<file path="config.mk">
export PLATFORM = sky130hd
export DESIGN_NAME = compare_b_value_top
export DESIGN_NICKNAME = d
export VERILOG_FILES = /design/src/logic/compare_b_value_pkg.sv /design/src/logic/compare_b_value_bus_if.sv /design/src/logic/compare_b_value_holder.sv /design/src/logic/compare_b_value_top.sv
export SDC_FILE = /design/constraint.sdc
export NUM_CORES = 1
export LEC_CHECK = 0
export ABC_AREA = 1
export BUFFER_PORTS_ARGS = -buffer_cell sky130_fd_sc_hd__buf_2
export CORE_MARGIN = 3
export CORE_UTILIZATION = 40
export CTS_BUF_LIST = sky130_fd_sc_hd__clkbuf_4
export DETAILED_ROUTE_END_ITERATION = 10
export PLACE_DENSITY_LB_ADDON = 0.25
export SETUP_SLACK_MARGIN = 0.15
export SYNTH_ARGS = -nofsm -noshare
export SYNTH_HDL_FRONTEND = slang
export SYNTH_SLANG_ARGS = --single-unit
</file>
<file path="constraint.sdc">
create_clock -name i_core_clk -period 1.6 [get_ports i_core_clk]
set_input_delay 0.16 -clock i_core_clk [delete_from_list [all_inputs] [get_ports i_core_clk]]
set_output_delay 0.16 -clock i_core_clk [all_outputs]
set_load 0.02 [all_outputs]
</file>
<file path="src/logic/compare_b_value_pkg.sv">
// package: register map, field positions, encodings for the compare-b channel
`default_nettype none
package compare_b_value_pkg;
	// ****************************************
	// register map
	// ****************************************
	localparam logic [3:0] COMPARE_B_VALUE_ADDR_VALUE = 4'h0;
	localparam logic [3:0] COMPARE_B_VALUE_ADDR_CTRL = 4'h1;
	localparam logic [15:0] COMPARE_B_VALUE_CTRL_RESET = 16'h0000;
	localparam logic [15:0] COMPARE_B_VALUE_VALUE_RESET = 16'h0000;
	localparam logic [15:0] COMPARE_B_VALUE_ZERO_COUNT = 16'h0000;
	// ****************************************
	// control register fields
	// ****************************************
	localparam int COMPARE_B_VALUE_POS_B_PEND = 9;
	localparam int COMPARE_B_VALUE_POS_A_PEND = 8;
	localparam int COMPARE_B_VALUE_POS_B_MODE = 6;
	localparam int COMPARE_B_VALUE_POS_A_MODE = 4;
	localparam int COMPARE_B_VALUE_POS_B_LSEL = 2;
	localparam int COMPARE_B_VALUE_POS_A_LSEL = 0;
	// ****************************************
	// load-select encodings
	// ****************************************
	typedef enum logic [1:0] {
		COMPARE_B_VALUE_LOAD_ZERO = 2'h0,
		COMPARE_B_VALUE_LOAD_PERIOD = 2'h1,
		COMPARE_B_VALUE_LOAD_EITHER = 2'h2,
		COMPARE_B_VALUE_LOAD_FREEZE = 2'h3
	} compare_b_value_lsel_t;
	// ****************************************
	// action-qualifier encodings
	// ****************************************
	typedef enum logic [1:0] {
		COMPARE_B_VALUE_ACT_NONE = 2'h0,
		COMPARE_B_VALUE_ACT_CLEAR = 2'h1,
		COMPARE_B_VALUE_ACT_SET = 2'h2,
		COMPARE_B_VALUE_ACT_TOGGLE = 2'h3
	} compare_b_value_act_t;
endpackage
`default_nettype wire

</file>
<file path="src/logic/compare_b_value_bus_if.sv">
// interface: shadow-register channel signals between top and compare holder
`default_nettype none
interface compare_b_value_bus_if;
	logic wr_value;
	logic [15:0] wdata;
	logic buffer_mode;
	logic load_strobe;
	logic [15:0] active;
	logic [15:0] shadow;
	logic pending;
	modport holder (
		input wr_value, wdata, buffer_mode, load_strobe,
		output active, shadow, pending
	);
	modport user (
		output wr_value, wdata, buffer_mode, load_strobe,
		input active, shadow, pending
	);
endinterface
`default_nettype wire

</file>
<file path="src/logic/compare_b_value_holder.sv">
// module: active and shadow copies of one compare value with pending flag
`default_nettype none
module compare_b_value_holder
	import compare_b_value_pkg::*;
(
	// clock and reset
	input wire logic i_core_clk,
	input wire logic i_rst_b,
	// channel
	compare_b_value_bus_if.holder bus
);
	logic [15:0] active_q, active_d;
	logic [15:0] shadow_q, shadow_d;
	logic pending_q, pending_d;

	// ****************************************
	// next-value logic
	// ****************************************
	always_comb
	begin
		active_d = active_q;
		shadow_d = shadow_q;
		pending_d = pending_q;
		if (bus.buffer_mode)
		begin
			// immediate: load strobe ignored, writes hit active copy
			if (bus.wr_value)
				active_d = bus.wdata;
			pending_d = 1'b0;
		end
		else
		begin
			// load happens first, a same-cycle write lands afterwards
			if (bus.load_strobe)
			begin
				active_d = shadow_q;
				pending_d = 1'b0;
			end
			if (bus.wr_value)
			begin
				shadow_d = bus.wdata; // overwrite while pending
				pending_d = 1'b1;
			end
		end
	end

	// registers
	always_ff @(posedge i_core_clk or negedge i_rst_b)
	begin
		if (!i_rst_b)
		begin
			active_q <= COMPARE_B_VALUE_VALUE_RESET;
			shadow_q <= COMPARE_B_VALUE_VALUE_RESET;
			pending_q <= 1'b0;
		end
		else
		begin
			active_q <= active_d;
			shadow_q <= shadow_d;
			pending_q <= pending_d;
		end
	end

	assign bus.active = active_q;
	assign bus.shadow = shadow_q;
	assign bus.pending = pending_q;
endmodule
`default_nettype wire

</file>
<file path="src/logic/compare_b_value_top.sv">
// module: compare-b channel with shadow buffering, control register, action outputs
`default_nettype none
module compare_b_value_top
	import compare_b_value_pkg::*;
(
	// clock and reset
	input wire logic i_core_clk,
	input wire logic i_rst_b,
	// register port
	input wire logic [3:0] i_addr,
	input wire logic [15:0] i_wdata,
	input wire logic i_wr,
	input wire logic i_rd,
	output logic [15:0] o_rdata,
	// time base
	input wire logic [15:0] i_time_base_count,
	input wire logic i_count_eq_period,
	// compare-a joins
	input wire logic i_compare_a_pending_flag,
	// action configuration for this event
	input wire logic [1:0] i_action_config_out_a,
	input wire logic [1:0] i_action_config_out_b,
	// outputs
	output logic o_count_eq_compare_b,
	output logic o_pwm_output_a,
	output logic o_pwm_output_b
);
	compare_b_value_bus_if bus ();

	// control register fields
	logic compare_b_buffer_mode_q, compare_b_buffer_mode_d;
	logic compare_a_buffer_mode_q, compare_a_buffer_mode_d;
	logic [1:0] compare_b_load_select_q, compare_b_load_select_d;
	logic [1:0] compare_a_load_select_q, compare_a_load_select_d;

	// read data and compare outputs
	logic [15:0] rdata_q, rdata_d;
	logic event_q, event_d;
	logic [1:0] pwm_q, pwm_d; // index 0 output a, index 1 output b

	// combinational helpers
	logic at_zero;
	logic [15:0] ctrl_view;
	logic equal_now;
	logic wr_ctrl_hit;
	logic rd_value_hit;
	logic rd_ctrl_hit;
	compare_b_value_act_t act_cfg [2];

	// ****************************************
	// register port decode
	// ****************************************
	// strobes are one-cycle pulses and the slave never stalls, so every hit
	// acts on the very edge that samples it; there is no wait state and no
	// second chance for a request
	assign bus.wr_value = i_wr && (i_addr == COMPARE_B_VALUE_ADDR_VALUE); // single address
	assign wr_ctrl_hit = i_wr && (i_addr == COMPARE_B_VALUE_ADDR_CTRL);
	assign rd_value_hit = i_rd && (i_addr == COMPARE_B_VALUE_ADDR_VALUE);
	assign rd_ctrl_hit = i_rd && (i_addr == COMPARE_B_VALUE_ADDR_CTRL);

	// ****************************************
	// shadow holder
	// ****************************************
	assign at_zero = (i_time_base_count == COMPARE_B_VALUE_ZERO_COUNT);
	assign bus.wdata = i_wdata;
	assign bus.buffer_mode = compare_b_buffer_mode_q;

	// load strobe from the selected counter event; it follows the count
	// directly, so a counter parked on a load point strobes every cycle and
	// a write in such a cycle still lands in the shadow after the load
	always_comb
	begin
		bus.load_strobe = 1'b0;
		unique case (compare_b_value_lsel_t'(compare_b_load_select_q))
			COMPARE_B_VALUE_LOAD_ZERO: bus.load_strobe = at_zero;
			COMPARE_B_VALUE_LOAD_PERIOD: bus.load_strobe = i_count_eq_period;
			COMPARE_B_VALUE_LOAD_EITHER: bus.load_strobe = at_zero || i_count_eq_period;
			COMPARE_B_VALUE_LOAD_FREEZE: bus.load_strobe = 1'b0;
		endcase
	end

	// both copies and the pending flag live in the holder; in immediate mode
	// it ignores the strobe, so the select field is dormant there
	compare_b_value_holder u_holder (
		.i_core_clk(i_core_clk),
		.i_rst_b(i_rst_b),
		.bus(bus)
	);

	// ****************************************
	// control register view
	// ****************************************
	// compare-a mode and select are plain storage in this block; only the
	// compare-a pending flag comes in from outside, and it is shown as it
	// stands in the cycle of the read
	always_comb
	begin
		ctrl_view = COMPARE_B_VALUE_CTRL_RESET; // reserved bits read zero
		ctrl_view[COMPARE_B_VALUE_POS_B_PEND] = bus.pending;
		ctrl_view[COMPARE_B_VALUE_POS_A_PEND] = i_compare_a_pending_flag;
		ctrl_view[COMPARE_B_VALUE_POS_B_MODE] = compare_b_buffer_mode_q;
		ctrl_view[COMPARE_B_VALUE_POS_A_MODE] = compare_a_buffer_mode_q;
		ctrl_view[COMPARE_B_VALUE_POS_B_LSEL +: 2] = compare_b_load_select_q;
		ctrl_view[COMPARE_B_VALUE_POS_A_LSEL +: 2] = compare_a_load_select_q;
	end

	// register writes and read data; the pending flags are not storage here,
	// so a control write never sets them, but selecting immediate mode clears the compare-b one
	always_comb
	begin
		compare_b_buffer_mode_d = compare_b_buffer_mode_q;
		compare_a_buffer_mode_d = compare_a_buffer_mode_q;
		compare_b_load_select_d = compare_b_load_select_q;
		compare_a_load_select_d = compare_a_load_select_q;
		rdata_d = 16'h0000;
		if (wr_ctrl_hit)
		begin
			// pending flags and reserved bits are read-only
			compare_b_buffer_mode_d = i_wdata[COMPARE_B_VALUE_POS_B_MODE];
			compare_a_buffer_mode_d = i_wdata[COMPARE_B_VALUE_POS_A_MODE];
			compare_b_load_select_d = i_wdata[COMPARE_B_VALUE_POS_B_LSEL +: 2];
			compare_a_load_select_d = i_wdata[COMPARE_B_VALUE_POS_A_LSEL +: 2];
		end
		// read data fall back to zero outside a read, unmapped reads too;
		// the mode bit picks which copy the value address shows
		if (rd_value_hit)
			rdata_d = compare_b_buffer_mode_q ? bus.active : bus.shadow;
		else if (rd_ctrl_hit)
			rdata_d = ctrl_view;
	end

	// ****************************************
	// compare event and action stage
	// ****************************************
	assign equal_now = (bus.active == i_time_base_count);
	assign act_cfg[0] = compare_b_value_act_t'(i_action_config_out_a);
	assign act_cfg[1] = compare_b_value_act_t'(i_action_config_out_b);

	// event is registered so it appears in the same cycle as the output
	// update that it causes
	always_comb
	begin
		event_d = equal_now;
	end

	// one action decoder per output: index 0 is output a, index 1 output b;
	// each output follows its own configuration for this one event
	for (genvar g = 0; g < 2; g++)
	begin : g_action
		always_comb
		begin
			pwm_d[g] = pwm_q[g];
			if (equal_now)
			begin
				// toggle reads the registered level, so a held match flips every cycle
				unique case (act_cfg[g])
					COMPARE_B_VALUE_ACT_NONE: pwm_d[g] = pwm_q[g];
					COMPARE_B_VALUE_ACT_CLEAR: pwm_d[g] = 1'b0;
					COMPARE_B_VALUE_ACT_SET: pwm_d[g] = 1'b1;
					COMPARE_B_VALUE_ACT_TOGGLE: pwm_d[g] = !pwm_q[g];
				endcase
			end
		end
	end

	// ****************************************
	// state registers
	// ****************************************
	// all reset to zero: buffered mode, select zero, flags clear
	// read data reset to zero so nothing stands before the first read
	always_ff @(posedge i_core_clk or negedge i_rst_b)
	begin
		if (!i_rst_b)
		begin
			compare_b_buffer_mode_q <= 1'b0;
			compare_a_buffer_mode_q <= 1'b0;
			compare_b_load_select_q <= 2'h0;
			compare_a_load_select_q <= 2'h0;
			rdata_q <= 16'h0000;
			event_q <= 1'b0;
			pwm_q <= 2'h0;
		end
		else
		begin
			compare_b_buffer_mode_q <= compare_b_buffer_mode_d;
			compare_a_buffer_mode_q <= compare_a_buffer_mode_d;
			compare_b_load_select_q <= compare_b_load_select_d;
			compare_a_load_select_q <= compare_a_load_select_d;
			rdata_q <= rdata_d;
			event_q <= event_d;
			pwm_q <= pwm_d;
		end
	end


	// ****************************************
	// outputs
	// ****************************************
	// every output is a flip-flop, so nothing combinational reaches a pin
	assign o_rdata = rdata_q;
	assign o_count_eq_compare_b = event_q;
	assign o_pwm_output_a = pwm_q[0];
	assign o_pwm_output_b = pwm_q[1];
endmodule
`default_nettype wire

</file>
==> results of run 1 <==
==> critical path: cells and delay by family, from the launching register on <==
family / cells / cell delay (ns)
flip-flops: 1 / 0.42
AND/OR/NAND/NOR: 8 / 0.79
==> area by class of cell <==
cell class | instances | area, um^2
fill | 690 | 3350
sequential | 58 | 1450
multi-input combinational | 260 | 1200
timing repair buffer | 78 | 450
inverter | 60 | 225
tap | 96 | 120
clock inverter | 6 | 105
clock buffer | 10 | 75.1
==> power by group <==
part	leakage, nW	switching, mW	internal [mW]
clock network	0.100	0.556	0.801
logic	1.17	0.720	0.439
registers	0.764	0.239	1.74
==> cells by family after synthesis <==
| group | count (synthesis) |
|---|---|
| buffers and inverters | 73 |
| flip-flops | 58 |
| AND/OR/NAND/NOR | 196 |
| AO/OA/AOI/OAI | 63 |
| XOR/XNOR | 1 |
==> what timing repair did <==
item,CTS,global route
hold endpoints to repair,62,0
resized for setup,0,4
hold buffers,5,0
setup endpoints to repair,0,2
==> cell usage in the layout (no fill, tap or decap) <==
cell,count
buf_12,1
nor2_4,3
or2_1,1
o21ai_2,16
o21ai_0,39
nand2_1,144
bufinv_16,3
buf_4,8
nand4_2,1
clkinv_2,3
nand3_1,25
nand2_2,2
and2_1,1
xor2_1,1
buf_2,64
nand4_1,3
clkbuf_4,10
dlygate4sd3_1,5
inv_1,60
dfrtp_1,58
a21oi_1,8
nor2_1,16
==> worst paths after layout <==
check,start,to,slack [ns],depth (start not counted)
worst min register to register,u_holder.bus.shadow[7],u_holder.bus.shadow[7],0.49,2
min in group asynchronous,i_rst_b,compare_a_buffer_mode_q,0.28,3
max in group asynchronous,i_rst_b,u_holder.bus.shadow[7],1.07,3
worst min-delay path,i_wdata[15],u_holder.bus.shadow[15],0.01,3
worst max-delay path,compare_b_load_select_q[0],u_holder.bus.active[13],0.27,8
worst max register to register,compare_b_load_select_q[0],u_holder.bus.active[13],0.27,8
==> sequential cells by signal (all words and copies together) (netlist names) <==
| register | flops |
|---|---|
| o_count_eq_compare_b | 1 |
| bus.buffer_mode | 1 |
| u_holder.bus.active | 16 |
| compare_b_load_select_q | 2 |
| o_rdata | 16 |
| u_holder.bus.shadow | 16 |
| u_holder.bus.pending | 1 |
| pwm_q | 2 |
| compare_a_load_select_q | 2 |
| compare_a_buffer_mode_q | 1 |
==> routing by layer <==
| layer | up-vias | global-route usage |
|---|---|---|
| met2 | 76 | 0.265 |
| li1 | 1370 | - |
| met4 | 0 | 0.0681 |
| met3 | 13 | 0.0394 |
| met5 | - | 0 |
| met1 | 1202 | 0.267 |
==> reports/qor.csv, run 1 <==
stage;metric;value;unit
clock_tree;cts_max_level;3;
sta;fin_crit;1.33;ns
layout;area.growth.synth_to_final;22.8;%
synth;synthCells;391;
placed_design;place_ws;0.220;ns
setup_path;critical_path_arrival;1.63;ns
synth;synth_area_leader_cell;dfrtp_1;
floorplan;fp.dieArea;0.00845;mm^2
detailed_routing;vias;2661;
clock_tree;clock_sinks;58;
clock_tree;worstSkewPairLatency;0.41;ns
detailed_routing;top_layer_used;met4;
sta;setup-tns-final;0;ns
setup_path;slowest_stage;dfrtp_1;
detailed_routing;wl_met2;3.07;mm
sta;final_max_slew_viol_count;0;
flow_run;drv_cap;0;
synth;synth.most_common_cell;nand2_1;
synth;synthArstFlopShare;1.00;
layout;antenna_cells;0;
detailed_routing;dr.pass1.iters;4;
placed_design;gp_congestion;0.841;
floorplan;floorplan.initialDensity;0.423;
synth;yosysUniqueCellTypes;18;
synth;syn-num-nets;437;
layout;fin_cells;568;
global_route;grt_first_pass_wirelength;12.2;mm
sta;tightest_slew;0.433;ns
synth;yosysWarnings;0;
detailed_routing;postRouteAntennaNets;0;
sta;fin_crit_sh;0.833;
clock_tree;cts_buffer_depth;2;
placed_design;numPortBuffers;64;
detailed_routing;route.detailed.drc;0;
layout;finish.instance_area;0.00363;mm^2
global_route;grt_pass1_vias;2592;
global_route;track_usage;0.182;
sta;setup_slack;0.266;ns
layout;fin_util;0.520;
synth;netlist_top_cells_area;dfrtp_1, nand2_1, inv_1, o21ai_0, o21ai_2;
clock_tree;clk_pin_slew;0.10;ns
clock_tree;post_cts_buffers;0;
synth;synth_top_family_by_area;simple AND/OR/NAND/NOR gates;
power_and_ir_drop;vdd_drop_max;412;uV
global_route;overflow;0;
synth;synth_compound_area_frac;0.127;
sta;final-setup-viol-count;0;
power_and_ir_drop;total_power;4.50;mW
setup_path;path_common_cell;nand2_1;
synth;yosysSeqAreaShare;0.492;
floorplan;core;0.00698;mm^2
floorplan;die_y;91.9;um
global_route;grt_max_degree;59;
synth;ys_ff_latch;58;
synth;muxShareOfSynthArea;0;
layout;nets;513;
status;status;completed;
sta;fin_skew;0.0112;ns
detailed_routing;routedWlPerCell;12.4;um
detailed_routing;via_per_inst;4.68;
sta;max_freq;0.750;GHz
detailed_routing;postRouteWirelength;7.07;mm
setup_path;cp_data_required_time;1.90;ns
setup_path;cp-end-kind;register;
floorplan;die_w;91.9;um
power_and_ir_drop;powerDensity;1240;mW/mm^2
synth;synth_top_area_share;0.492;
sta;rsz0062_at_grt;false;
sta;slew-limit-headroom;0.711;
min_path;hold_path.class;input port to register;
floorplan;rows;30;
placed_design;place_hpwl;5.10;mm
setup_path;cp_cell_sequence;nor2_1, nand4_1, nor2_1, nand2_1, nand2_2, nand2_2, nand2_1, nand2_1;
synth;synthFlopType;dfrtp_1;
synth;synth_commonest_cells;nand2_1, inv_1, dfrtp_1, o21ai_0, nand3_1;
detailed_routing;dr.first_iter.drc_count;216;
clock_tree;cts_made_buffers;9;
synth;synth_xor_area_frac;0.00297;
synth;synth_edf_count;0;
synth;syn_avg_cell_area;7.55;um^2
setup_path;setup.worst_path.start_class;register;
synth;synth_fa_ha_area_frac;0;
layout;drive_above_1_share;0.235;
power_and_ir_drop;p_leak;2.04;nW
placed_design;dp.cells;547;
setup_path;worstSetupPathType;register to register;
setup_path;critical_path.max_stage_delay;0.42;ns
clock_tree;cts_root_buf;clkbuf_4;
detailed_routing;wirelength_met1;3.52;mm
placed_design;dpl-instance-area;0.00338;mm^2
detailed_routing;route.met3.wl;359;um
floorplan;ios;65;
sta;hold_violations;0;
synth;netlist_area;0.00295;mm^2
sta;whs;0.0107;ns
clock_tree;cts_tree;done;
global_route;antenna_found_initial;0;
synth;synthSimpleGateAreaFrac;0.271;
setup_path;critPathMaxFanout;16;
Power figures use the tool's default switching activity.
==> run 2: changes to the inputs <==
Clock period 1.6 ns to 1.15 ns, I/O delays scaled along.
==> run 2 against run 1 <==
The flow now finishes with violations (setup timing). Maximum frequency fell by 0.43%. Non-clock buffer count rose by 56. Die area did not move. Design area rose by 25%. Flip-flop and latch count did not move. Sequential share of layout area fell by 8.0 points. Sequential power rose by 41%. Global-route usage rose by 2.6 points. Via count rose by 12%. First-iteration DRC count fell by 7.9%. Highest routed layer unchanged.
==> reports/qor.csv, run 2 (same netlist as run 1, synthesis figures left out) <==
stage;metric;value;unit
status;status;finished, violations left;
status;violations;setup timing;
global_route;grt_first_pass_wirelength;14.0;mm
sta;fin_crit_sh;1.16;
detailed_routing;vias;2972;
sta;rsz0062_at_grt;true;
clock_tree;clock_sinks;58;
clock_tree;worstSkewPairLatency;0.39;ns
clock_tree;cts_tree;done;
setup_path;setup.worst_path.start_class;register;
detailed_routing;postRouteAntennaNets;0;
power_and_ir_drop;total_power;6.84;mW
global_route;antenna_found_initial;0;
floorplan;fp.dieArea;0.00845;mm^2
layout;area.growth.synth_to_final;53.8;%
placed_design;gp_congestion;0.814;
floorplan;core;0.00698;mm^2
clock_tree;cts_max_level;3;
clock_tree;cts_buffer_depth;2;
floorplan;die_w;91.9;um
global_route;grt_max_degree;59;
placed_design;place_hpwl;5.46;mm
placed_design;numPortBuffers;64;
global_route;grt_pass1_vias;2973;
layout;final_cell_mix;nand2_1, dfrtp_1, inv_1;
detailed_routing;route.detailed.drc;0;
clock_tree;clk_pin_slew;0.10;ns
power_and_ir_drop;vdd_drop_max;934;uV
detailed_routing;routedWlPerCell;13.5;um
min_path;hold_path.class;input port to register;
sta;slew-limit-headroom;0.751;
layout;antenna_cells;0;
flow_run;drv_cap;0;
sta;final-setup-viol-count;27;
global_route;overflow;0;
power_and_ir_drop;p_leak;2.41;nW
setup_path;cp_data_required_time;1.48;ns
sta;final_max_slew_viol_count;0;
layout;nets;570;
sta;max_freq;0.747;GHz
sta;tightest_slew;0.370;ns
setup_path;critPathMaxFanout;8;
floorplan;die_y;91.9;um
clock_tree;cts_made_buffers;9;
detailed_routing;dr.pass1.iters;4;
global_route;track_usage;0.208;
clock_tree;cts_root_buf;clkbuf_4;
sta;fin_skew;0.0149;ns
sta;setup-tns-final;-3.18;ns
setup_path;worstSetupPathType;register to register;
sta;setup_slack;-0.189;ns
sta;fin_crit;1.34;ns
power_and_ir_drop;powerDensity;1510;mW/mm^2
layout;drive_above_1_share;0.408;
detailed_routing;dr.first_iter.drc_count;199;
floorplan;floorplan.initialDensity;0.423;
layout;layout_commonest_cell;nand2_1;
layout;fillers;580;
floorplan;rows;30;
sta;hold_violations;0;
setup_path;cp-end-kind;register;
floorplan;ios;65;
setup_path;critical_path_arrival;1.67;ns
detailed_routing;postRouteWirelength;8.46;mm
detailed_routing;via_per_inst;4.76;
==> run 2: cell count changes in the layout (fill, tap and decap cells not counted), sizes merged <==
cell and delta:
nand2 +1, clkinv +3, clkbuf +1, dlygate4sd3 +9
inv -1, buf +47, bufinv -3
==> run 2: worst paths after layout <==
check                                      startpoint                      to  slack, ns  cells past startpoint
min                                        i_wdata[0]  u_holder.bus.shadow[0]       0.02                      3
max                        compare_b_load_select_q[0]  u_holder.bus.active[5]      -0.19                      8
min reg2reg                    u_holder.bus.shadow[1]  u_holder.bus.shadow[1]       0.50                      2
max in group asynchronous                     i_rst_b         bus.buffer_mode       0.61                      3
min in group asynchronous                     i_rst_b              o_rdata[2]       0.23                      3
max reg2reg                compare_b_load_select_q[0]  u_holder.bus.active[5]      -0.19                      8
==> run 2: cell type report <==
cell class,instances,area [um^2],share of cell area
sequential,58,1450,0.320
timing repair buffer,134,1140,0.252
clock inverter,5,21.3,0.00468
inverter,60,230,0.0507
multi-input combinational,261,1490,0.328
tap,96,120,0.0265
clock buffer,11,82.6,0.0182
==> run 2: metal layers <==
layer / global-route usage / vias up / wire, um
met3: 0.0377 / 18 / 427
met2: 0.335 / 82 / 4090
met1: 0.278 / 1385 / 3730
met5: 0 / - / 0
li1: - / 1487 / -
met4: 0.0829 / 0 / 199
==> run 2: repair_timing <==
item                                    CTS  global route
endpoints found under the setup margin   71            71
resized for setup                       112            38
buffers inserted                          6             7
hold buffers                             14             0
gates cloned                              5             0
hold endpoints to repair                 71             0
pin swaps                                23            22
==> run 2: power by group <==
group | switching, mW | internal, mW
clock | 0.725 | 0.466
combinational | 1.46 | 1.39
sequential | 0.372 | 2.43
==> run 2: worst max-delay path, stage by stage (launching register included) <==
cell and delay (ns):
dfrtp_1 0.42, nor2_1 0.12, nand4_1 0.09, nor2_1 0.12
nand2_1 0.10, nand2_4 0.13, buf_6 0.15, nand3_2 0.08
nand2_1 0.08
==> run 2: through the flow <==
stage / hold slack [ns] / util / std cells / setup slack [ns] / area, um^2
after detailed placement: 0.143 / 0.525 / 577 / -0.128 / 3660
final: 0.0229 / 0.650 / 625 / -0.189 / 4540
after floorplan: -0.181 / - / 391 / -0.0912 / 3010
after CTS: 0.000417 / 0.626 / 618 / -0.116 / 4370
after global placement: 0.144 / 0.525 / 577 / -0.0910 / 3660
after global routing: 0.00625 / 0.650 / 625 / -0.279 / 4540
